$ cat config.mk
export PLATFORM = sky130hd
export DESIGN_NAME = emb_bus_port
export DESIGN_NICKNAME = d
export VERILOG_FILES = /design/src/hw/emb_pkg.sv /design/src/hw/emb_state_timer.sv /design/src/hw/emb_low_port_pad.sv /design/src/hw/emb_bus_port.sv
export SDC_FILE = /design/constraint.sdc
export NUM_CORES = 1
export LEC_CHECK = 0
export ABC_AREA = 1
export ABC_CLOCK_PERIOD_IN_PS = 2700
export BUFFER_PORTS_ARGS = -buffer_cell sky130_fd_sc_hd__buf_2
export CAP_MARGIN = 20
export CORE_ASPECT_RATIO = 1.1
export CORE_UTILIZATION = 40
export CTS_BUF_LIST = sky130_fd_sc_hd__clkbuf_8
export DETAILED_ROUTE_END_ITERATION = 16
export MAX_ROUTING_LAYER = met4
export PLACE_DENSITY_LB_ADDON = 0.08
export SLEW_MARGIN = 10
export SYNTH_ARGS = -nofsm -noshare
export SYNTH_HDL_FRONTEND = slang
export SYNTH_SLANG_ARGS = --single-unit
$ cat constraint.sdc
create_clock -name clk -period 2.7 [get_ports clk]
set_input_delay 0.27 -clock clk [delete_from_list [all_inputs] [get_ports clk]]
set_output_delay 0.27 -clock clk [all_outputs]
set_load 0.05 [all_outputs]
$ cat src/hw/emb_pkg.sv
package emb_pkg;

    // ========================================================================
    // Machine cycle layout
    // ========================================================================
    // A machine cycle has six states, split into two halves of three states.
    // Each half carries one address latch slot and one code read slot.
    localparam int          STATES_PER_CYCLE = 6;
    localparam int          STATES_PER_HALF  = 3;
    localparam logic [2:0]  ST_FIRST         = 3'h0;
    localparam logic [2:0]  ST_HALF_END      = 3'h2;
    localparam logic [2:0]  ST_SECOND_HALF   = 3'h3;
    localparam logic [2:0]  ST_LAST          = 3'h5;
    localparam logic [1:0]  LOC_ADDR         = 2'h0;
    localparam logic [1:0]  LOC_SAMPLE       = 2'h2;

    // Oscillator clocks per state in each machine cycle mode.
    localparam int          CLK_PER_STATE_FAST = 1;
    localparam int          CLK_PER_STATE_SLOW = 2;

    // ========================================================================
    // Reset values
    // ========================================================================
    localparam logic [7:0]  LOW_PORT_RESET  = 8'hFF;
    localparam logic [7:0]  HIGH_PORT_RESET = 8'hFF;
    localparam logic [7:0]  BYTE_RESET      = 8'h00;
    localparam logic [15:0] ADDR_RESET      = 16'h0000;

    // ========================================================================
    // Types
    // ========================================================================
    typedef enum logic [1:0] {
        EMB_IDLE,
        EMB_FETCH,
        EMB_DATA0,
        EMB_DATA1
    } emb_half_type;

    typedef struct packed {
        logic        write;
        logic        wide;
        logic [15:0] addr;
        logic [7:0]  wdata;
    } emb_data_req_type;

    typedef struct packed {
        logic [7:0] out;
        logic [7:0] oe;
    } emb_pin_type;

endpackage

$ cat src/hw/emb_state_timer.sv
module emb_state_timer (
    input  wire logic       clk,
    input  wire logic       rst,
    input  wire logic       run,
    input  wire logic       sixClockMode,
    output logic      [2:0] stateIdx,
    output logic            stateLast
);

    // ========================================================================
    // State sequencer
    // ========================================================================
    // The mode is taken only at a machine cycle boundary so a cycle never
    // mixes one and two clock states.
    logic [2:0] state_ff;
    logic       sub_ff;
    logic       sixMode_ff;

    assign stateIdx  = state_ff;
    assign stateLast = run && (sixMode_ff || sub_ff);

    always_ff @(posedge clk or posedge rst) begin
        if (rst) begin
            state_ff   <= emb_pkg::ST_FIRST;
            sub_ff     <= 1'b0;
            sixMode_ff <= 1'b0;
        end else if (!run) begin
            sixMode_ff <= sixClockMode;
        end else if (stateLast) begin
            sub_ff <= 1'b0;
            if (state_ff == emb_pkg::ST_LAST) begin
                state_ff   <= emb_pkg::ST_FIRST;
                sixMode_ff <= sixClockMode;
            end else begin
                state_ff <= state_ff + 3'h1;
            end
        end else begin
            sub_ff <= 1'b1;
        end
    end

endmodule

$ cat src/hw/emb_low_port_pad.sv
module emb_low_port_pad #(
    parameter int WIDTH = 8
) (
    input  wire logic [WIDTH-1:0] busVal,
    input  wire logic             busMode,
    input  wire logic             busOe,
    input  wire logic [WIDTH-1:0] gpioLatch,
    output logic      [WIDTH-1:0] pinOut,
    output logic      [WIDTH-1:0] pinOe
);

    // ========================================================================
    // Per-pin drive
    // ========================================================================
    // On the bus both levels are driven hard; as a general port the pin can
    // only pull low and a latched one leaves it floating as an input.
    for (genvar i = 0; i < WIDTH; i++) begin : g_pin
        assign pinOut[i] = busMode ? busVal[i] : 1'b0;
        assign pinOe[i]  = busMode ? busOe : ~gpioLatch[i];
    end

endmodule

$ cat src/hw/emb_bus_port.sv
// How it works
// - Low port multiplexes address and data, driven strong.
// - Low general port written one floats.
// - High port emits high address byte.
// - Short pointer moves emit high port latch.
// - Address latch strobe pulses continuously, twice per cycle.
// - Data access omits one address latch pulse.
// - Inhibit bit limits latch strobe to data moves.
// - External code reads strobe twice per cycle.
// - Data access skips two code strobes.
// - Select pin low chooses external code.
// - Select pin sampled once at reset release.
// - Select high latched means never external fetch.
// - Active low data write and read strobes.
// - Machine cycle is six or twelve clocks.
module emb_bus_port (
    input  wire logic                      clk,
    input  wire logic                      rst,
    input  wire logic                      sixClockMode,
    input  wire logic                      aleInhibit,
    input  wire logic                      codeSourceSelect,
    input  wire logic                      fetchReq,
    input  wire logic               [15:0] fetchAddr,
    output logic                           fetchAck,
    output logic                           fetchDone,
    output logic                     [7:0] codeByte,
    input  wire logic                      dataReq,
    input  wire emb_pkg::emb_data_req_type dataPkt,
    output logic                           dataAck,
    output logic                           dataDone,
    output logic                     [7:0] dataByte,
    input  wire logic                [7:0] lowPortLatch,
    input  wire logic                [7:0] highPortLatch,
    input  wire logic                [7:0] lowAddrDataPortIn,
    output emb_pkg::emb_pin_type           lowAddrDataPort,
    output emb_pkg::emb_pin_type           highAddrPort,
    output logic                           addrLatchStrobe,
    output logic                           codeReadStrobeN,
    output logic                           dataWriteStrobeN,
    output logic                           dataReadStrobeN,
    output logic                           extCodeActive
);

    // ========================================================================
    // Code source latch
    // ========================================================================
    // The select pin is caught by the first clock after reset release, so
    // the asynchronous reset itself only ever loads constants.
    logic started_ff;
    logic extCode_ff;

    always_ff @(posedge clk or posedge rst) begin
        if (rst) begin
            started_ff <= 1'b0;
            extCode_ff <= 1'b0;
        end else if (!started_ff) begin
            started_ff <= 1'b1;
            extCode_ff <= ~codeSourceSelect;
        end
    end

    assign extCodeActive = extCode_ff;

    // ========================================================================
    // State timing
    // ========================================================================
    logic [2:0] stateIdx;
    logic       stateLast;
    logic [1:0] localState;
    logic       halfEnd;
    logic       sampleClk;

    emb_state_timer u_timer (
        .clk          (clk),
        .rst          (rst),
        .run          (started_ff),
        .sixClockMode (sixClockMode),
        .stateIdx     (stateIdx),
        .stateLast    (stateLast)
    );

    assign localState = (stateIdx >= emb_pkg::ST_SECOND_HALF)
                      ? 2'(stateIdx - emb_pkg::ST_SECOND_HALF)
                      : stateIdx[1:0];

    assign halfEnd = stateLast && (stateIdx == emb_pkg::ST_HALF_END ||
                                   stateIdx == emb_pkg::ST_LAST);

    assign sampleClk = stateLast && (localState == emb_pkg::LOC_SAMPLE);

    // ========================================================================
    // Half cycle scheduling
    // ========================================================================
    // A data access takes two halves of a machine cycle. Its first half
    // latches the data address, its second carries the read or write strobe,
    // so neither half holds a code read.
    emb_pkg::emb_half_type halfKind_ff;
    emb_pkg::emb_half_type nxt_halfKind;

    always_comb begin
        if (halfKind_ff == emb_pkg::EMB_DATA0) begin
            nxt_halfKind = emb_pkg::EMB_DATA1;
        end else if (dataReq) begin
            nxt_halfKind = emb_pkg::EMB_DATA0;
        end else if (extCode_ff) begin
            nxt_halfKind = emb_pkg::EMB_FETCH;
        end else begin
            nxt_halfKind = emb_pkg::EMB_IDLE;
        end
    end

    assign dataAck  = halfEnd && (halfKind_ff != emb_pkg::EMB_DATA0) && dataReq;
    assign fetchAck = halfEnd && (nxt_halfKind == emb_pkg::EMB_FETCH) && fetchReq;

    always_ff @(posedge clk or posedge rst) begin
        if (rst) begin
            halfKind_ff <= emb_pkg::EMB_IDLE;
        end else if (halfEnd) begin
            halfKind_ff <= nxt_halfKind;
        end
    end

    // ========================================================================
    // Access capture
    // ========================================================================
    // In external code mode every free half runs a code read; when the core
    // has no fetch pending the read is still issued but its byte is dropped.
    logic [15:0] addr_ff;
    logic [7:0]  wdata_ff;
    logic        write_ff;
    logic        wide_ff;
    logic        fetchLive_ff;

    always_ff @(posedge clk or posedge rst) begin
        if (rst) begin
            addr_ff      <= emb_pkg::ADDR_RESET;
            wdata_ff     <= emb_pkg::BYTE_RESET;
            write_ff     <= 1'b0;
            wide_ff      <= 1'b0;
            fetchLive_ff <= 1'b0;
        end else if (halfEnd) begin
            if (nxt_halfKind == emb_pkg::EMB_DATA0) begin
                addr_ff      <= dataPkt.addr;
                wdata_ff     <= dataPkt.wdata;
                write_ff     <= dataPkt.write;
                wide_ff      <= dataPkt.wide;
                fetchLive_ff <= 1'b0;
            end else if (nxt_halfKind == emb_pkg::EMB_FETCH) begin
                addr_ff      <= fetchAddr;
                write_ff     <= 1'b0;
                wide_ff      <= 1'b1;
                fetchLive_ff <= fetchReq;
            end else if (nxt_halfKind == emb_pkg::EMB_IDLE) begin
                write_ff     <= 1'b0;
                fetchLive_ff <= 1'b0;
            end
        end
    end

    // ========================================================================
    // Read data return
    // ========================================================================
    // Bytes are taken on the last clock of the strobe, while the strobe is
    // still low and the memory is still driving the low port.
    logic       fetchDone_ff;
    logic [7:0] codeByte_ff;
    logic       dataDone_ff;
    logic [7:0] dataByte_ff;

    always_ff @(posedge clk or posedge rst) begin
        if (rst) begin
            fetchDone_ff <= 1'b0;
            codeByte_ff  <= emb_pkg::BYTE_RESET;
        end else begin
            fetchDone_ff <= sampleClk && fetchLive_ff &&
                            (halfKind_ff == emb_pkg::EMB_FETCH);
            if (sampleClk && fetchLive_ff && halfKind_ff == emb_pkg::EMB_FETCH) begin
                codeByte_ff <= lowAddrDataPortIn;
            end
        end
    end

    always_ff @(posedge clk or posedge rst) begin
        if (rst) begin
            dataDone_ff <= 1'b0;
            dataByte_ff <= emb_pkg::BYTE_RESET;
        end else begin
            dataDone_ff <= sampleClk && (halfKind_ff == emb_pkg::EMB_DATA1);
            if (sampleClk && halfKind_ff == emb_pkg::EMB_DATA1 && !write_ff) begin
                dataByte_ff <= lowAddrDataPortIn;
            end
        end
    end

    assign fetchDone = fetchDone_ff;
    assign codeByte  = codeByte_ff;
    assign dataDone  = dataDone_ff;
    assign dataByte  = dataByte_ff;

    // ========================================================================
    // Strobes
    // ========================================================================
    // The address is held through the first state only, so external logic
    // latches it as the strobe falls at the end of that state.
    logic addrPhase;
    logic dataHalf;

    assign addrPhase = (localState == emb_pkg::LOC_ADDR) &&
                       (halfKind_ff == emb_pkg::EMB_FETCH ||
                        halfKind_ff == emb_pkg::EMB_DATA0);
    assign dataHalf  = (halfKind_ff == emb_pkg::EMB_DATA0 ||
                        halfKind_ff == emb_pkg::EMB_DATA1);

    always_comb begin
        addrLatchStrobe = 1'b0;
        if (started_ff && localState == emb_pkg::LOC_ADDR) begin
            if (aleInhibit) begin
                addrLatchStrobe = (halfKind_ff == emb_pkg::EMB_DATA0);
            end else begin
                addrLatchStrobe = (halfKind_ff != emb_pkg::EMB_DATA1);
            end
        end
    end

    assign codeReadStrobeN  = !(halfKind_ff == emb_pkg::EMB_FETCH &&
                                localState != emb_pkg::LOC_ADDR);
    assign dataReadStrobeN  = !(halfKind_ff == emb_pkg::EMB_DATA1 && !write_ff);
    assign dataWriteStrobeN = !(halfKind_ff == emb_pkg::EMB_DATA1 && write_ff);

    // ========================================================================
    // Low address and data port
    // ========================================================================
    // Write data goes out right after the address and stays through the
    // whole strobe half, giving the memory setup and hold around the strobe.
    logic       lowBusMode;
    logic       lowBusOe;
    logic [7:0] lowBusVal;
    logic [7:0] lowPinOut;
    logic [7:0] lowPinOe;

    assign lowBusMode = (halfKind_ff != emb_pkg::EMB_IDLE);
    assign lowBusOe   = addrPhase ||
                        (write_ff && (halfKind_ff == emb_pkg::EMB_DATA1 ||
                                      halfKind_ff == emb_pkg::EMB_DATA0));
    assign lowBusVal  = addrPhase ? addr_ff[7:0] : wdata_ff;

    emb_low_port_pad #(
        .WIDTH (8)
    ) u_low_pad (
        .busVal    (lowBusVal),
        .busMode   (lowBusMode),
        .busOe     (lowBusOe),
        .gpioLatch (lowPortLatch),
        .pinOut    (lowPinOut),
        .pinOe     (lowPinOe)
    );

    assign lowAddrDataPort.out = lowPinOut;
    assign lowAddrDataPort.oe  = lowPinOe;

    // ========================================================================
    // High address port
    // ========================================================================
    // Outside bus halves the port acts as a general port whose ones come
    // from the pull-ups, so only the zeros are driven.
    always_comb begin
        if (halfKind_ff == emb_pkg::EMB_IDLE) begin
            highAddrPort.out = highPortLatch;
            highAddrPort.oe  = ~highPortLatch;
        end else if (dataHalf && !wide_ff) begin
            highAddrPort.out = highPortLatch;
            highAddrPort.oe  = 8'hFF;
        end else begin
            highAddrPort.out = addr_ff[15:8];
            highAddrPort.oe  = 8'hFF;
        end
    end

endmodule

=== After elaboration in Yosys (flattened, before gate mapping) ===
Index checks and enable logic that the tools add are counted.

* Input port bits: 73
* Output and inout port bits: 57
* Register bits: 54

* Bitwise logic cells: 10
* Add/subtract/negate cells: 2
* Reduce and logical (&&, ||, !) cells: 40
* Mux-type cells: 39
* Magnitude comparators: 1
* Eq/ne operators: 12

{| class="wikitable"
|+ Operators with widths
! kind !! count
|-
| $mux 16 || 4
|-
| $mux 1 || 30
|-
| $logic_and 1x1->1 || 18
|-
| $reduce_and 2->1 || 5
|-
| $not 1->1 || 9
|-
| $eq 2x2->1 const B || 4
|-
| $mux 8 || 1
|-
| $not 8->8 || 1
|-
| $logic_not 2->1 || 3
|-
| $mux 2 || 3
|-
| $reduce_bool 2->1 || 3
|-
| $logic_not 1->1 || 5
|-
| $logic_or 1x1->1 || 5
|-
| $eq 2x1->1 const B || 2
|-
| $ne 2x1->1 const B || 2
|-
| $ne 2x2->1 const B || 2
|-
| $add 3x1->3 const B || 1
|-
| $eq 3x2->1 const B || 1
|-
| $eq 3x3->1 const B || 1
|-
| $ge 3x2->1 const B || 1
|-
| $mux 3 || 1
|-
| $reduce_bool 3->1 || 1
|-
| $sub 2x2->2 const B || 1
|}

=== Logic depth before layout (Yosys ltp) ===
* Depth after elaboration: 7
* Mapped depth: 11
* Depth with buffers taken out: 10

=== By module ===
From an unflattened synthesis, not the netlist that was laid out.

* Cells, all modules: 412
* Area total of the unflattened synthesis: 3088.0 um^2

{| class="wikitable"
|+ Modules (own cells, without submodules)
! module !! area an instance (um^2) !! sequential area each (um^2) !! times used !! cells each
|-
| emb_bus_port || 2671.3 || 1226.2 || 1 || 349
|-
| emb_state_timer || 301.5 || 125.1 || 1 || 37
|-
| emb_low_port_pad || 115.1 || 0.0 || 1 || 26
|}

=== Worst setup path before layout ===
No wires, ideal clock.

* Path type: reg-to-output
* From: reg u_timer.state_ff[0] (netlist: u_timer.stateIdx[0])
* To: out addrLatchStrobe
* Slack: -0.033 ns
* Required time: 2.430 ns
* Buffers on the path: 1
* Cell stages (with the launch flop): 9
* Arrival: 2.463 ns
* Cells stage by stage: dfrtp_1 ha_1 ha_1 nor2_2 nand2_1 nand2_2 buf_2 nand2_1 nor3_1

* Word-level cells in the longest chain between the ends: 5

{| class="wikitable"
|+ Ends and longest elaborated chain
! element !! line !! text
|-
| start, declared || emb_state_timer.sv:15 || <nowiki>logic [2:0] state_ff;</nowiki>
|-
| start signal, assigned || emb_state_timer.sv:24 || <nowiki>state_ff <= emb_pkg::ST_FIRST;</nowiki>
|-
| start signal, assigned || emb_state_timer.sv:32 || <nowiki>state_ff <= emb_pkg::ST_FIRST;</nowiki>
|-
| start signal, assigned || emb_state_timer.sv:35 || <nowiki>state_ff <= state_ff + 3'h1;</nowiki>
|-
| $ge 3x2->1 or $sub 2x2->2 (tied branches) || emb_bus_port.sv:82, emb_bus_port.sv:83 ||
|-
| $mux 2 * || emb_bus_port.sv:83 || <nowiki>? 2'(stateIdx - emb_pkg::ST_SECOND_HALF)</nowiki>
|-
| $logic_not 2->1 * || emb_bus_port.sv:216 || <nowiki>if (started_ff && localState == emb_pkg::LOC_ADDR) begin</nowiki>
|-
| $logic_and 1x1->1 * || emb_bus_port.sv:216 ||
|-
| $mux 1 * || emb_bus_port.sv:216 ||
|-
| end, declared || emb_bus_port.sv:37 || <nowiki>output logic addrLatchStrobe,</nowiki>
|}

Every way passes the cells marked *; elsewhere a longest branch is shown, timed or not.

==> flow_metrics.env <==
export IMPL_regArea_mm2=0.00135
export IMPL_grt_pass1_vias=2707
export IMPL_yosys_area_top_type="dfrtp_1"
export IMPL_gp_congestion=0.802
export IMPL_io_pins=130
export IMPL_grt_ovfl_total=0
export IMPL_drc=0
export IMPL_grt_busiest_layer="met2"
export IMPL_cp_max_fo=6
export IMPL_ys_warnings_count=0
export IMPL_ant_nets=0
export IMPL_first_pass_iters=4
export IMPL_dp_hpwl_um=5860
export IMPL_cts_root_buffer="clkbuf_8"
export IMPL_cts_max_path_buffers=2
export IMPL_hold_viol=0
export IMPL_cp_required_ps=2430
export IMPL_cts_num_sinks=54
export IMPL_cts_clk_slew_worst_paths_ps=100
export IMPL_htree_levels=2
export IMPL_tritoncts="built"
export IMPL_r2r_end="codeByte[4]$_DFFE_PP0P_"
export IMPL_die_area_mm2=0.00796
export IMPL_wl_um=7630
export IMPL_fin_util_pct=53.3
export IMPL_finalNetCount=597
export IMPL_multi_input_area_mm2=0.00146
export IMPL_cts_buffers=5
export IMPL_syn_nets=466
export IMPL_synth_area_per_cell_um2=7.97
export IMPL_via_per_inst=4.80
export IMPL_synthCells=382
export IMPL_drive_above_1_share_pct=37.0
export IMPL_r2r_cells=11
export IMPL_rr_startpoint="u_timer.stateIdx[0]$_DFFE_PP0P_"
export IMPL_synth_area_mm2=0.00304
export IMPL_grtUsageMet3_pct=3.44
export IMPL_final_area_mm2=0.00394
export IMPL_synth_area_top_cells="dfrtp_1 (44%), nand2_1 (13%), inv_1 (5.7%)"
export IMPL_drv_slew=0
export IMPL_yosysSeqAreaShare_pct=44.4
export IMPL_nFillCells=754
export IMPL_start_util_pct=41.2
export IMPL_finClkSkew_ps=13.5
export IMPL_antenna_cells=0
export IMPL_min_period_ps=2570
export IMPL_crit_end="lowAddrDataPort[13]"
export IMPL_arrival_ps=2300
export IMPL_grt_met2_usage_pct=34.7
export IMPL_final_period_utilization_pct=95.3
export IMPL_ys_types=30
export IMPL_run_status="completed"
export IMPL_synth_top_area_share_pct=44.4
export IMPL_setup_violations=0
export IMPL_cp_startpoint="u_timer.stateIdx[0]$_DFFE_PP0P_"
export IMPL_clk_latency_ps=320
export IMPL_antenna_found_initial=0
export IMPL_synth_seq_cells=54
export IMPL_placed_area_mm2=0.00375
export IMPL_hold_depth=2
export IMPL_die_height_um=93.5
export IMPL_critPathLaunchType="flip-flop"
export IMPL_coreArea_mm2=0.00739
export IMPL_io_buffers=129
export IMPL_hold_class="primary input to flip-flop"
export IMPL_critPathCaptureType="output port"
export IMPL_grt_max_degree=35
export IMPL_wl_per_cell_um=12.7
export IMPL_rrSetupSlack_ps=560
export IMPL_max_freq_ghz=0.388
export IMPL_grt_pass1_wl_um=12200
export IMPL_vias=2885
export IMPL_syn_to_final_growth_pct=29.3
export IMPL_num_rows=33
export IMPL_die_w_um=85.2
export IMPL_drt_iter0_markers=91
export IMPL_gr_usage_met1_pct=24.4
export IMPL_critical_path_class="flip-flop to output port"
export IMPL_grt_util_all_layers_pct=20.0
export IMPL_cap_violations=0
[layout make-up]
| cell class | instances | share of cell area (%) |
|---|---|---|
| multi-input combinational | 265 | 37.0 |
| sequential | 54 | 34.4 |
| timing repair buffer | 137 | 18.7 |
| inverter | 50 | 4.77 |
| tap | 87 | 2.77 |
| clock buffer | 5 | 1.75 |
| clock inverter | 3 | 0.636 |
[stage by stage]
step                worst slack, ps  cells  hold slack (ps)  setup TNS [ps]
floorplan                       124    382              366               0
global placement                374    589              267               0
detailed placement              299    589              268               0
CTS                            4.69    598              120               0
global route                  -4.07    601              160           -4.25
finish                          126    601              127               0
[flip-flops by register name, summed over array words and instances, names as in the netlist]
signal and count:
addr_ff 16, codeByte 8, dataByte 8, wdata_ff 8
u_timer.stateIdx 3, halfKind_ff 2, dataDone 1, extCodeActive 1
fetchDone 1, fetchLive_ff 1, started_ff 1, u_timer.sixMode_ff 1
u_timer.sub_ff 1, wide_ff 1, write_ff 1
[worst min path at each step]
stage	slack [ps]	from	to
after floorplan	370	codeSourceSelect	extCodeActive$_DFFE_PP0N_
after global routing	160	codeSourceSelect	extCodeActive$_DFFE_PP0N_
after CTS	120	codeSourceSelect	extCodeActive$_DFFE_PP0N_
after detailed placement	270	rst	addr_ff[3]$_DFFE_PP0P_
after global placement	270	rst	addr_ff[3]$_DFFE_PP0P_
final	130	codeSourceSelect	extCodeActive$_DFFE_PP0N_
[cell families after synthesis]
logic type / Yosys count / share of synthesized area, %
buf+inv: 63 / 8.80
other cells: 1 / 0.123
flops: 54 / 44.4
fa+ha+maj: 11 / 4.52
simple gates: 188 / 30.0
compound gates: 65 / 12.2
[Yosys cell counts, drive strengths merged]
| master | number |
|---|---|
| inv | 49 |
| dfrtp | 54 |
| clkbuf | 4 |
| o211ai | 16 |
| o21ai | 44 |
| o21a | 1 |
| ha | 11 |
| nor2 | 20 |
| a21oi | 2 |
| nand2 | 113 |
| o22ai | 2 |
| conb | 1 |
| clkinv | 1 |
| or2 | 24 |
| nand4 | 8 |
| buf | 9 |
| nor3 | 3 |
| nand3 | 20 |
[cells in the final DEF (no fill, tap or decap), drive strengths merged, types with 2 or more instances in the layout]
cell type / netlist / layout
o22ai: 2 / 2
inv: 49 / 50
buf: 9 / 125
or2: 24 / 24
clkbuf: 4 / 16
nand2: 113 / 113
a21oi: 2 / 2
nor2: 20 / 20
nor3: 3 / 3
nand4: 8 / 8
nand3: 20 / 20
clkinv: 1 / 2
o21ai: 44 / 44
o211ai: 16 / 16
dfrtp: 54 / 54
ha: 11 / 11
[repair_timing]
action,CTS,global route
setup endpoints to repair,11,24
setup buffers,0,3
resized for setup,1,17
endpoints found under the hold margin,14,0
hold buffers,1,0
pin swaps,0,1
[worst max-delay path, cell delays in order, from the launching register on]
cell     delay (ps)
dfrtp_2         450
ha_1            230
ha_1            210
nor2_2          140
nand2_1          80
nand2_1         110
nand2_4          90
buf_4           160
nand4_1          60
nand2_1          60
nor2_1          100
buf_2           280
[layer usage]
metal  share of wire [%]  routed length [um]
met5                   0                   0
met4                0.94                  72
met3                 5.2                 394
met2                  49                3710
met1                  45                3450
Power is left out: the tool's default activity adds up to more than one toggle a clock period on the data nets, which glitch-free logic cannot reach.
